==> src/hw/ocp_pkg.sv <==
// Package: offsets, field layout, reset values and carrier types of the clock/pattern registers
package ocp_pkg;

  // Register count and printed indexes; byte address is four times the index
  localparam int          NUM_REGS   = 9;
  localparam int          IDX_W      = 30;
  localparam int          BYTE_SHIFT = 2;
  localparam logic [IDX_W-1:0] IDX_PHASE = 30'h016;
  localparam logic [IDX_W-1:0] IDX_DELAY = 30'h017;
  localparam logic [IDX_W-1:0] IDX_RSVD  = 30'h018;
  localparam logic [IDX_W-1:0] IDX_T1_LO = 30'h019;
  localparam logic [IDX_W-1:0] IDX_T1_HI = 30'h01a;
  localparam logic [IDX_W-1:0] IDX_T2_LO = 30'h01b;
  localparam logic [IDX_W-1:0] IDX_T2_HI = 30'h01c;
  localparam logic [IDX_W-1:0] IDX_T3_LO = 30'h01d;
  localparam logic [IDX_W-1:0] IDX_T3_HI = 30'h01e;
  localparam logic [IDX_W-1:0] IDX_FIRST = IDX_PHASE;

  // Slot numbers inside the register array, counted from the first index
  localparam int SLOT_PHASE = 0;
  localparam int SLOT_DELAY = 1;
  localparam int SLOT_RSVD  = 2;
  localparam int SLOT_T1_LO = 3;
  localparam int SLOT_T1_HI = 4;
  localparam int SLOT_T2_LO = 5;
  localparam int SLOT_T2_HI = 6;
  localparam int SLOT_T3_LO = 7;
  localparam int SLOT_T3_HI = 8;

  // Field positions
  localparam int PH_INV_BIT    = 4;
  localparam int PH_COARSE_LSB = 0;
  localparam int DL_EN_BIT     = 7;
  localparam int DL_CODE_LSB   = 0;
  localparam int DL_CODE_W     = 5;
  localparam int STEPS_W       = 6;

  // Reset values and writable-bit masks; unlisted bits read zero
  localparam logic [7:0] RST_PHASE  = 8'h00;
  localparam logic [7:0] RST_DELAY  = 8'h00;
  localparam logic [7:0] RST_RSVD   = 8'h04;
  localparam logic [7:0] RST_PATT   = 8'h00;
  localparam logic [7:0] MASK_PHASE = 8'h13;
  localparam logic [7:0] MASK_DELAY = 8'h9f;
  localparam logic [7:0] MASK_FULL  = 8'hff;

  // Fine delay step of the output data clock
  localparam int DELAY_STEP_PS = 100;

  // Bus encodings
  localparam logic [1:0] HTRANS_NONSEQ = 2'h2;
  localparam logic [1:0] HTRANS_SEQ    = 2'h3;
  localparam logic [2:0] HSIZE_WORD    = 3'h2;

  // Coarse phase codes of the output data clock against the data lanes
  typedef enum logic [1:0] {
    OCP_PH_PLUS90 = 2'b00,
    OCP_PH_ZERO_A = 2'b01,
    OCP_PH_ZERO_B = 2'b10,
    OCP_PH_MINUS90 = 2'b11
  } ocp_phase_t;

  // Bus slave states
  typedef enum logic [0:0] {
    OCP_BUS_IDLE = 1'b0,
    OCP_BUS_DATA = 1'b1
  } ocp_bus_state_t;

  // Settings for the output data clock stage
  typedef struct packed {
    logic               invert;
    ocp_phase_t         coarse;
    logic signed [1:0]  quarter;
    logic               delay_en;
    logic [DL_CODE_W-1:0] delay_code;
    logic [STEPS_W-1:0] delay_steps;
  } ocp_clk_cfg_t;

  // The three user test words
  typedef struct packed {
    logic [15:0] word_one;
    logic [15:0] word_two;
    logic [15:0] word_three;
  } ocp_patt_t;

endpackage

==> src/hw/ocp_byte_reg.sv <==
// One byte-wide configuration register with reset value and writable-bit mask
`timescale 1ns/1ps
`default_nettype none

module ocp_byte_reg #(
  parameter logic [7:0] RESET_VAL = 8'h00,
  parameter logic [7:0] WR_MASK   = 8'hff
) (
  input  wire logic       hclk,
  input  wire logic       hresetn,
  input  wire logic       wr_en,
  input  wire logic [7:0] wr_data,
  output var  logic [7:0] value_q
);

  // Bits outside the mask keep their reset level, so reserved bits never change
  always_ff @(posedge hclk or negedge hresetn) begin
    if (!hresetn) begin
      value_q <= RESET_VAL;
    end else if (wr_en) begin
      value_q <= (value_q & ~WR_MASK) | (wr_data & WR_MASK);
    end
  end

endmodule // ocp_byte_reg

`default_nettype wire

==> src/hw/ocp_regs.sv <==
// Output clock phase, fine delay and user test pattern registers behind an AHB-Lite slave
//
// Function
// Bit 4 of phase register inverts the output data clock; reset zero.
// Bits 1:0 set coarse clock phase: 00 +90, 01/10 zero, 11 -90 degrees.
// Bit 7 of delay register enables fine clock delay; reset disabled.
// Five-bit delay code picks 100 ps steps, 00000 is 100 ps, 11111 3.2 ns.
// Test word one: low byte at 0x019, high byte at 0x01A, reset zero.
// Test word two: low byte at 0x01B, high byte at 0x01C, reset zero.
// Test word three: low byte at 0x01D, high byte at 0x01E, reset zero.
// Software leaves reserved register 0x018 at its reset value.
//
// Each transfer has one wait state: the address is taken at one edge, the
// byte register changes at the next, and clk_cfg and patterns follow one
// edge after that. Reads return the byte in hrdata[7:0] with upper bits zero.
// Unmapped or misaligned addresses and non-word writes are ignored, always
// with an OKAY response.
`timescale 1ns/1ps
`default_nettype none

module ocp_regs #(
  parameter int DELAY_STEP_PS = ocp_pkg::DELAY_STEP_PS
) (
  input  wire logic              hclk,
  input  wire logic              hresetn,
  input  wire logic              hsel,
  input  wire logic [31:0]       haddr,
  input  wire logic [1:0]        htrans,
  input  wire logic              hwrite,
  input  wire logic [2:0]        hsize,
  input  wire logic [31:0]       hwdata,
  input  wire logic              hready,
  output var  logic              hreadyout,
  output var  logic              hresp,
  output var  logic [31:0]       hrdata,
  output var  ocp_pkg::ocp_clk_cfg_t clk_cfg,
  output var  ocp_pkg::ocp_patt_t    patterns
);

  // Elaboration checks. The step size only scales the reported delay, so a
  // zero step is meaningless; the slot decode is four bits wide, so the map
  // must fit it; the step count needs one bit more than the delay code
  if (DELAY_STEP_PS <= 0) begin : g_bad_step
    $error("DELAY_STEP_PS must be positive");
  end
  if (ocp_pkg::NUM_REGS > 16) begin : g_bad_count
    $error("register count exceeds the slot decode");
  end
  if (int'(ocp_pkg::IDX_T3_HI - ocp_pkg::IDX_FIRST) + 1 != ocp_pkg::NUM_REGS) begin : g_bad_map
    $error("register map and register count disagree");
  end
  if (ocp_pkg::STEPS_W <= ocp_pkg::DL_CODE_W) begin : g_bad_steps
    $error("step count too narrow for the delay code");
  end
  if (ocp_pkg::PH_INV_BIT > 7 || ocp_pkg::DL_EN_BIT > 7) begin : g_bad_bit
    $error("control bit outside a byte register");
  end

  // Decode helpers

  // Word index carried by a byte address
  function automatic logic [ocp_pkg::IDX_W-1:0] word_index(input logic [31:0] addr);
    word_index = addr[31:ocp_pkg::BYTE_SHIFT];
  endfunction

  // True when an address hits one of the mapped registers, word aligned
  function automatic logic addr_mapped(input logic [31:0] addr);
    logic [ocp_pkg::IDX_W-1:0] idx;
    idx = word_index(addr);
    addr_mapped = (addr[ocp_pkg::BYTE_SHIFT-1:0] == 2'h0)
               && (idx >= ocp_pkg::IDX_PHASE)
               && (idx <= ocp_pkg::IDX_T3_HI);
  endfunction

  // Slot of a mapped address inside the register array
  function automatic logic [3:0] addr_slot(input logic [31:0] addr);
    logic [ocp_pkg::IDX_W-1:0] diff;
    diff = word_index(addr) - ocp_pkg::IDX_FIRST;
    addr_slot = diff[3:0];
  endfunction

  // Coarse phase code to signed quarter cycles of the output data clock
  function automatic logic signed [1:0] phase_quarters(input ocp_pkg::ocp_phase_t code);
    logic signed [1:0] q;
    q = 2'sb00;
    unique case (code)
      ocp_pkg::OCP_PH_PLUS90:  q = 2'sb01;
      ocp_pkg::OCP_PH_ZERO_A:  q = 2'sb00;
      ocp_pkg::OCP_PH_ZERO_B:  q = 2'sb00;
      ocp_pkg::OCP_PH_MINUS90: q = 2'sb11;
    endcase
    phase_quarters = q;
  endfunction

  // Bus slave state

  ocp_pkg::ocp_bus_state_t state_q;
  ocp_pkg::ocp_bus_state_t state_d;
  logic                    hit_q;
  logic [3:0]              slot_q;
  logic                    write_q;
  logic                    word_q;
  logic                    addr_take;
  logic                    ready_q;
  logic [31:0]             rdata_q;

  // Register array contents and per-slot write strobes
  logic [7:0]              reg_val [ocp_pkg::NUM_REGS];
  logic [ocp_pkg::NUM_REGS-1:0] reg_we;

  // An address phase is taken only when the bus is ready and a real transfer is offered
  assign addr_take = hsel && hready && htrans[1];

  // Every transfer gets one wait state; this lets the write data land before
  // a following read samples the array, so no read-after-write bypass is needed
  always_comb begin
    state_d = state_q;
    unique case (state_q)
      ocp_pkg::OCP_BUS_IDLE: begin
        if (addr_take) begin
          state_d = ocp_pkg::OCP_BUS_DATA;
        end
      end
      ocp_pkg::OCP_BUS_DATA: begin
        state_d = ocp_pkg::OCP_BUS_IDLE;
      end
    endcase
  end

  // State register
  always_ff @(posedge hclk or negedge hresetn) begin
    if (!hresetn) begin
      state_q <= ocp_pkg::OCP_BUS_IDLE;
    end else begin
      state_q <= state_d;
    end
  end

  // Address phase capture: which register the pending data phase touches
  always_ff @(posedge hclk or negedge hresetn) begin
    if (!hresetn) begin
      hit_q  <= 1'b0;
      slot_q <= 4'h0;
    end else if (addr_take && state_q == ocp_pkg::OCP_BUS_IDLE) begin
      hit_q  <= addr_mapped(haddr);
      slot_q <= addr_slot(haddr);
    end
  end

  // Address phase capture: direction and size; a narrow write is dropped
  // rather than merged, since every register is one whole word to software
  always_ff @(posedge hclk or negedge hresetn) begin
    if (!hresetn) begin
      write_q <= 1'b0;
      word_q  <= 1'b0;
    end else if (addr_take && state_q == ocp_pkg::OCP_BUS_IDLE) begin
      write_q <= hwrite;
      word_q  <= (hsize == ocp_pkg::HSIZE_WORD);
    end
  end

  // Ready drops for the wait state and rises for the closing cycle
  always_ff @(posedge hclk or negedge hresetn) begin
    if (!hresetn) begin
      ready_q <= 1'b1;
    end else if (state_q == ocp_pkg::OCP_BUS_IDLE && addr_take) begin
      ready_q <= 1'b0;
    end else begin
      ready_q <= 1'b1;
    end
  end

  // Read data is loaded in the wait state; unmapped addresses read zero
  always_ff @(posedge hclk or negedge hresetn) begin
    if (!hresetn) begin
      rdata_q <= 32'h0000_0000;
    end else if (state_q == ocp_pkg::OCP_BUS_DATA) begin
      if (!write_q && hit_q) begin
        rdata_q <= {24'h00_0000, reg_val[slot_q]};
      end else begin
        rdata_q <= 32'h0000_0000;
      end
    end
  end

  assign hreadyout = ready_q;
  assign hrdata    = rdata_q;

  // Every answer is OKAY, so the error level is a constant flop
  always_ff @(posedge hclk or negedge hresetn) begin
    if (!hresetn) begin
      hresp <= 1'b0;
    end else begin
      hresp <= 1'b0;
    end
  end

  // Register array

  // Write strobes: only whole-word writes to a mapped slot, in the wait state
  always_comb begin
    reg_we = '0;
    if (state_q == ocp_pkg::OCP_BUS_DATA && write_q && word_q && hit_q) begin
      reg_we[slot_q] = 1'b1;
    end
  end

  // Reset value and writable mask per slot
  function automatic logic [7:0] slot_reset(input int s);
    if (s == ocp_pkg::SLOT_PHASE) begin
      slot_reset = ocp_pkg::RST_PHASE;
    end else if (s == ocp_pkg::SLOT_DELAY) begin
      slot_reset = ocp_pkg::RST_DELAY;
    end else if (s == ocp_pkg::SLOT_RSVD) begin
      slot_reset = ocp_pkg::RST_RSVD;
    end else begin
      slot_reset = ocp_pkg::RST_PATT;
    end
  endfunction

  function automatic logic [7:0] slot_mask(input int s);
    if (s == ocp_pkg::SLOT_PHASE) begin
      slot_mask = ocp_pkg::MASK_PHASE;
    end else if (s == ocp_pkg::SLOT_DELAY) begin
      slot_mask = ocp_pkg::MASK_DELAY;
    end else begin
      slot_mask = ocp_pkg::MASK_FULL;
    end
  endfunction

  // One byte register per slot; the reserved slot keeps its own value and is
  // merely stored, it steers nothing here
  genvar g;
  generate
    for (g = 0; g < ocp_pkg::NUM_REGS; g++) begin : g_reg
      ocp_byte_reg #(
        .RESET_VAL (slot_reset(g)),
        .WR_MASK   (slot_mask(g))
      ) u_reg (
        .hclk    (hclk),
        .hresetn (hresetn),
        .wr_en   (reg_we[g]),
        .wr_data (hwdata[7:0]),
        .value_q (reg_val[g])
      );
    end
  endgenerate

  // Output data clock settings

  logic [7:0]               phase_reg;
  logic [7:0]               delay_reg;
  ocp_pkg::ocp_phase_t      coarse_code;
  logic [ocp_pkg::DL_CODE_W-1:0] delay_code;

  assign phase_reg   = reg_val[ocp_pkg::SLOT_PHASE];
  assign delay_reg   = reg_val[ocp_pkg::SLOT_DELAY];
  assign coarse_code = ocp_pkg::ocp_phase_t'(phase_reg[ocp_pkg::PH_COARSE_LSB +: 2]);
  assign delay_code  = delay_reg[ocp_pkg::DL_CODE_LSB +: ocp_pkg::DL_CODE_W];

  // Inversion applies to the one output clock shared by all channels
  always_ff @(posedge hclk or negedge hresetn) begin
    if (!hresetn) begin
      clk_cfg.invert <= 1'b0;
    end else begin
      clk_cfg.invert <= phase_reg[ocp_pkg::PH_INV_BIT];
    end
  end

  // Coarse phase, raw; both zero codes are kept apart in the raw field so
  // software reads back exactly what it wrote
  always_ff @(posedge hclk or negedge hresetn) begin
    if (!hresetn) begin
      clk_cfg.coarse <= ocp_pkg::OCP_PH_PLUS90;
    end else begin
      clk_cfg.coarse <= coarse_code;
    end
  end

  // Quarter-cycle meaning of the coarse code; reset matches the +90 code
  always_ff @(posedge hclk or negedge hresetn) begin
    if (!hresetn) begin
      clk_cfg.quarter <= 2'sb01;
    end else begin
      clk_cfg.quarter <= phase_quarters(coarse_code);
    end
  end

  // Fine delay enable and raw code, as written
  always_ff @(posedge hclk or negedge hresetn) begin
    if (!hresetn) begin
      clk_cfg.delay_en   <= 1'b0;
      clk_cfg.delay_code <= '0;
    end else begin
      clk_cfg.delay_en   <= delay_reg[ocp_pkg::DL_EN_BIT];
      clk_cfg.delay_code <= delay_code;
    end
  end

  // Delay in steps of the step size. Code zero already means one step, so an
  // enabled delay is never zero; zero steps stands for a disabled delay
  always_ff @(posedge hclk or negedge hresetn) begin
    if (!hresetn) begin
      clk_cfg.delay_steps <= '0;
    end else if (delay_reg[ocp_pkg::DL_EN_BIT]) begin
      clk_cfg.delay_steps <= {1'b0, delay_code} + 6'h01;
    end else begin
      clk_cfg.delay_steps <= 6'h00;
    end
  end

  // User test words, assembled from their byte halves

  // Halves are written separately, so a word may briefly show one old half;
  // software that needs a clean switch writes the pattern while it is unused
  always_ff @(posedge hclk or negedge hresetn) begin
    if (!hresetn) begin
      patterns.word_one <= '0;
    end else begin
      patterns.word_one <= {reg_val[ocp_pkg::SLOT_T1_HI],
                            reg_val[ocp_pkg::SLOT_T1_LO]};
    end
  end

  // Test word two from its byte halves
  always_ff @(posedge hclk or negedge hresetn) begin
    if (!hresetn) begin
      patterns.word_two <= '0;
    end else begin
      patterns.word_two <= {reg_val[ocp_pkg::SLOT_T2_HI],
                            reg_val[ocp_pkg::SLOT_T2_LO]};
    end
  end

  // Test word three from its byte halves
  always_ff @(posedge hclk or negedge hresetn) begin
    if (!hresetn) begin
      patterns.word_three <= '0;
    end else begin
      patterns.word_three <= {reg_val[ocp_pkg::SLOT_T3_HI],
                              reg_val[ocp_pkg::SLOT_T3_LO]};
    end
  end

endmodule // ocp_regs

`default_nettype wire

==> config.mk <==
export PLATFORM = sky130hd
export DESIGN_NAME = ocp_regs
export DESIGN_NICKNAME = d
export VERILOG_FILES = /design/src/hw/ocp_pkg.sv /design/src/hw/ocp_byte_reg.sv /design/src/hw/ocp_regs.sv
export SDC_FILE = /design/constraint.sdc
export NUM_CORES = 1
export LEC_CHECK = 0
export BUFFER_PORTS_ARGS = -buffer_cell sky130_fd_sc_hd__buf_2
export CORE_MARGIN = 5
export CORE_UTILIZATION = 55
export DETAILED_ROUTE_END_ITERATION = 8
export PLACE_DENSITY = 0.95
export SLEW_MARGIN = 10
export SYNTH_ARGS = -nofsm -noshare
export SYNTH_HDL_FRONTEND = slang
export SYNTH_SLANG_ARGS = --single-unit
==> constraint.sdc <==
create_clock -name hclk -period 4.4 [get_ports hclk]
set_input_delay 0.88 -clock hclk [delete_from_list [all_inputs] [get_ports hclk]]
set_output_delay 0.88 -clock hclk [all_outputs]
set_load 0.02 [all_outputs]
After elaboration in Yosys (flattened, before gate mapping):

Cells that the tools add are included.

* input port bits: 74
* logic and storage cells: 66
* output and inout bits: 99
* bits in registers: 178

* $add $sub $neg: 2
* bitwise logic cells: 4
* mux-type cells: 12
* reductions and logical operators: 14
* equality and inequality tests: 4
* $lt $le $gt $ge: 5

Operators by type and width (count)
* binary-select mux 8 bit (select 4 bit): 1
* greater-or-equal comparator 30 x 5 -> 1 bit, second input constant: 1
* less-or-equal comparator 30 x 5 -> 1 bit, second input constant: 1
* two-way mux 8 bit: 3
* logical AND 1 bit: 10
* two-way mux 9 bit: 1
* bitwise OR 7 x 8 -> 8 bit: 1
* bitwise OR 8 x 5 -> 8 bit: 1
* adder 5 x 1 -> 6 bit, second input constant: 1
* two-way mux 6 bit: 1
* one-hot mux 2 bit (3 select lines): 1
* greater-or-equal comparator 5 bit, second input constant: 1
* less-than comparator 4 x 5 -> 1 bit, second input constant: 1
* NOT 4 -> 5 bit: 1
* demux 1 bit (select 4 bit): 1
* equality test 2 bit, second input constant: 2
* greater-or-equal comparator 4 x 1 -> 1 bit, second input constant: 1
* zero test 2 bit: 2
* subtractor 4 x 3 -> 4 bit, second input constant: 1
* equality test 3 x 2 -> 1 bit, second input constant: 1
* two-way mux 1 bit: 3
* equality test 2 x 1 -> 1 bit, second input constant: 1
* one-hot mux 1 bit (2 select lines): 1
* OR reduction 2 bit: 1
* 2 further kinds: 2

Depth between registers and ports, before layout:

* word-level depth: 5
* gate-level depth with buffers: 7
* depth with buffers taken out: 5

Cells and area by module:

Synthesis repeated with hierarchy kept, for this count alone.

* cells, all modules: 403
* area, all modules: 6164.7 µm²

By module, submodules not included
* ocp_regs: cells an instance 256, sequential area each 2054.5 µm², times used 1, area each 3422.0 µm²
* ocp_byte_reg (g_reg[3].u_reg ...): cells an instance 17, sequential area each 200.2 µm², times used 6, area each 331.6 µm²
* ocp_byte_reg (g_reg[2].u_reg): cells an instance 17, sequential area each 201.4 µm², times used 1, area each 332.8 µm²
* ocp_byte_reg (g_reg[1].u_reg): cells an instance 16, sequential area each 150.1 µm², times used 1, area each 270.3 µm²
* ocp_byte_reg (g_reg[0].u_reg): cells an instance 12, sequential area each 75.1 µm², times used 1, area each 150.1 µm²

Worst setup path before layout:

Ideal clock, no wire load.

* kind: in2reg
* from: input port haddr[22]
* to: register hit_q
* stages: 4
* arrival time: 1.865 ns
* path buffers: 0
* slack: 2.440 ns
* setup time: 0.095 ns
* required time: 4.305 ns
* cells stage by stage: or4_1 nor4_1 nand4_1 o31ai_1

* cells in the longest elaborated chain, start to end: 3
* elaborated cells between the ends (all ways): 4
* those cells by class: 2 x order compare; 2 x reduce/logical

RTL lines
* from (decl): RTL line ocp_regs.sv:27 `input wire logic [31:0] haddr,`
* greater-or-equal comparator 30 x 5 -> 1 bit: RTL line ocp_regs.sv:71 `&& (idx >= ocp_pkg::IDX_PHASE)`
* logical AND 1 bit: RTL line ocp_regs.sv:71
* logical AND 1 bit *: RTL line ocp_regs.sv:72 `&& (idx <= ocp_pkg::IDX_T3_HI);`
* to (signal assigned): RTL line ocp_regs.sv:145 `hit_q <= addr_mapped(haddr);`
* to (decl): RTL line ocp_regs.sv:99 `logic hit_q;`

Every way passes the cells marked *; elsewhere a longest branch is shown, timed or not.
A chain may end at the register's enable or synchronous reset.

Final worst setup path:

* from: register slot_q[1]
* to: register g_reg[8].u_reg.value_q[1]

* cells in the longest elaborated chain, start to end: 5
* elaborated cells between the ends (all ways): 6
* those cells by class: 2 x order compare; 3 x mux; 1 x reduce/logical

RTL lines
* from (decl): RTL line ocp_regs.sv:100 `logic [3:0] slot_q;`
* from (signal assigned): RTL line ocp_regs.sv:146 `slot_q <= addr_slot(haddr);`
* less-than comparator 4 x 5 -> 1 bit (not written as such) or greater-or-equal comparator 4 x 1 -> 1 bit (tied branches): RTL line ocp_regs.sv:204 `reg_we[slot_q] = 1'b1;`
* logical AND 1 bit (not written as such): RTL line ocp_regs.sv:204
* two-way mux 1 bit (not written as such): RTL line ocp_regs.sv:204
* demux 1 bit (select 4 bit) *: RTL line ocp_regs.sv:204
* two-way mux 9 bit *: RTL line ocp_regs.sv:203 `if (state_q == ocp_pkg::OCP_BUS_DATA && write_q && word_q && hit_q) begin`
* to (signal assigned): RTL line ocp_byte_reg.sv:21 `value_q <= (value_q & ~WR_MASK) | (wr_data & WR_MASK);`
* to (decl): RTL line ocp_byte_reg.sv:13 `output var logic [7:0] value_q`

Marks and branches as above.

==> run metrics <==
run status completed; initial antenna violation count 0; Ys Warns 0; Routed Antenna Nets 0; most common cell after layout, fill and taps aside dfrtp_1; power per cell area 456 nW/um^2; Filler cells 663; Avg Vias per Cell 5.56; final wirelength 13.3 mm; Ant. Diodes 0; Yosys reg bits 147; most frequent cells in the layout dfrtp_1, buf_2, mux2_2; DR pass1 iterations 5; first-pass GRT wire length 21.1 mm; maximum buffer depth of the clock tree 2; Hold Violations, Final 0; number of placed I/O pins 173; overall power 3.18 mW; Clock transition at path regs 0.06 ns; die area 12,500 um^2; CP max FO 21; Static Leak 3.60 nW; area occupied by multi-input gates 1830 um^2; # resized after CTS 0; Post-synth ARST share 1.00; Post-synth EDFFs 0; crit path DAT 3.25 ns; CP Launch Type register; residual DRC count 0; WHS 0.329 ns; maximum clock rate 0.351 GHz; Crit Path Class register to register; most used flip-flop cell after synthesis dfrtp_1; mapped cell area 5680 um^2; Mapped Cells 370; Crit. End Element register; gpl congestion 0.840; remaining global-route overflow 0; R2R Setup Slk 1.55 ns; clk root buf clkbuf_8; RSZ-0062 raised after global routing no; headroom to the max-slew limit 0.206; worst-skew pair later-pin latency 0.52 ns; drt wl/cell 20.5 um; Total GRT Usage 0.224; pin count of the biggest net entering global routing 62; class of the tightest hold or removal check input port to asynchronous set/reset pin; setup_tns 0 ns; CTS Hold Bufs 0; Sequential cell area 3680 um^2; First DRT Iteration DRCs 321; minimum clock period 2.85 ns; Num Clock Sinks 147; hpwl dp 8.81 mm; row cnt 37; final worst-path cycle share 0.647; Synth cell types 49; Peak VDD IR 0.000253 V; H-tree depth 4; cts bufs inserted 17; Max-Cap Viols 0; layout cells sized above 1 0.477; fin. max-slew vios 0; required time of the critical path 4.80 ns; Port Buffer Count 122; setup violators final 0; core area 10,200 um^2; CTS tree done; Layout area overhead 22.7%; Worst Clk Skew 0.00923 ns; DIE WIDTH 112 um; Mapped Avg Cell Area 15.3 um^2; number of global-route vias before repair 3,911; die height 112 um; DR vias 3,623; post-synthesis sequential area ratio 0.649; # Post-CTS Setup Buffers 0; Initial Util 0.557; Layout Nets 580; Slew @ Worst Pin 1.18 ns
-- logic make-up (layout without fill, tap and decap cells) --
group | count (synthesis) | in the layout | share of synthesized area
and+or+nand+nor | 59 | 59 | 0.0670
other | 1 | 25 | 0.000660
DFF | 147 | 147 | 0.649
AOI/OAI and AO/OA | 30 | 30 | 0.0399
buffers and inverters | 39 | 161 | 0.0445
muxes | 87 | 87 | 0.187
xor gates and xnor gates | 4 | 4 | 0.00617
adders and majority gates | 3 | 3 | 0.00661
-- registers in the layout (all words and copies together) (netlist names), 4 cells and up --
register         count
clk_cfg             17
g.u_reg.value_q     65
hrdata               8
patterns            48
slot_q               4
-- Yosys cell counts, types with 2 or more instances --
cell / count / area (um^2)
nor4_1: 7 / 43.8
nand4_1: 4 / 25.0
and2_1: 4 / 25.0
mux4_2: 8 / 180
nand2_1: 16 / 60.1
xor2_1: 2 / 17.5
a31oi_1: 2 / 12.5
buf_2: 4 / 20.0
ha_1: 3 / 37.5
a211oi_1: 3 / 22.5
nand2b_1: 2 / 12.5
a22oi_1: 5 / 37.5
a221oi_1: 3 / 26.3
o21ai_0: 6 / 30.0
o2bb2ai_1: 3 / 26.3
buf_4: 25 / 188
a221o_1: 3 / 30.0
dfstp_2: 3 / 78.8
mux2_2: 70 / 788
nand3_1: 3 / 15.0
nor3b_4: 2 / 37.5
dfrtp_1: 144 / 3600
clkbuf_1: 4 / 15.0
nor2b_1: 3 / 18.8
xnor2_1: 2 / 17.5
inv_1: 3 / 11.3
nor2_1: 5 / 18.8
mux2i_1: 8 / 80.1
o211ai_1: 3 / 22.5
-- final timing paths --
path | start | end | cells past startpoint
worst max-delay path | slot_q[1]$_DFFE_PN0P_ | g_reg[8].u_reg.value_q[1]$_DFFE_PN0P_ | 4
worst min-delay path | hresetn | patterns[47]$_DFF_PN0_ | 1
worst max register to register | slot_q[1]$_DFFE_PN0P_ | g_reg[8].u_reg.value_q[1]$_DFFE_PN0P_ | 4
worst min register to register | g_reg[5].u_reg.value_q[6]$_DFFE_PN0P_ | patterns[22]$_DFF_PN0_ | 0
max in group asynchronous | hresetn | g_reg[7].u_reg.value_q[5]$_DFFE_PN0P_ | 2
min in group hclk | g_reg[5].u_reg.value_q[6]$_DFFE_PN0P_ | patterns[22]$_DFF_PN0_ | 0
-- metal layers --
metal  track usage  vias to the layer above  share of wire
met1         0.259                     1817           0.37
li1              -                     1573              -
met4        0.0998                        0          0.036
met5             0                        -              0
met3        0.0870                       42          0.083
met2         0.370                      191           0.51
-- through the flow --
stage / setup slack (ns) / util / instance area, um^2 / cells
after CTS: 1.56 / 0.684 / 6970 / 652
after global placement: 1.69 / 0.622 / 6340 / 620
after floorplan: 2.44 / - / 5770 / 394
after detailed placement: 1.55 / 0.622 / 6340 / 620
final: 1.55 / 0.684 / 6970 / 652
after global routing: 1.44 / 0.684 / 6970 / 652
-- layout make-up --
type / instances / area share
repair buffers: 125 / 0.0917
inverters: 4 / 0.00215
multi-input cells: 208 / 0.263
clock buffers: 18 / 0.0600
clock inverters: 14 / 0.0303
well taps: 136 / 0.0244
flip-flops and latches: 147 / 0.528
-- power by group --
group          total [mW]  internal, mW  switching [mW]  leakage (nW)
clock                1.52         0.976           0.543         0.305
sequential           1.45          1.38          0.0646          1.97
combinational       0.211        0.0852           0.126          1.33
-- critical path, stage by stage (launching register included) --
cell and delay, ns:
dfrtp_1 0.74, nor2_1 0.62, nand4_1 0.20, nor3_2 0.72
mux2_2 0.43
Power figures use the tool's default switching activity.
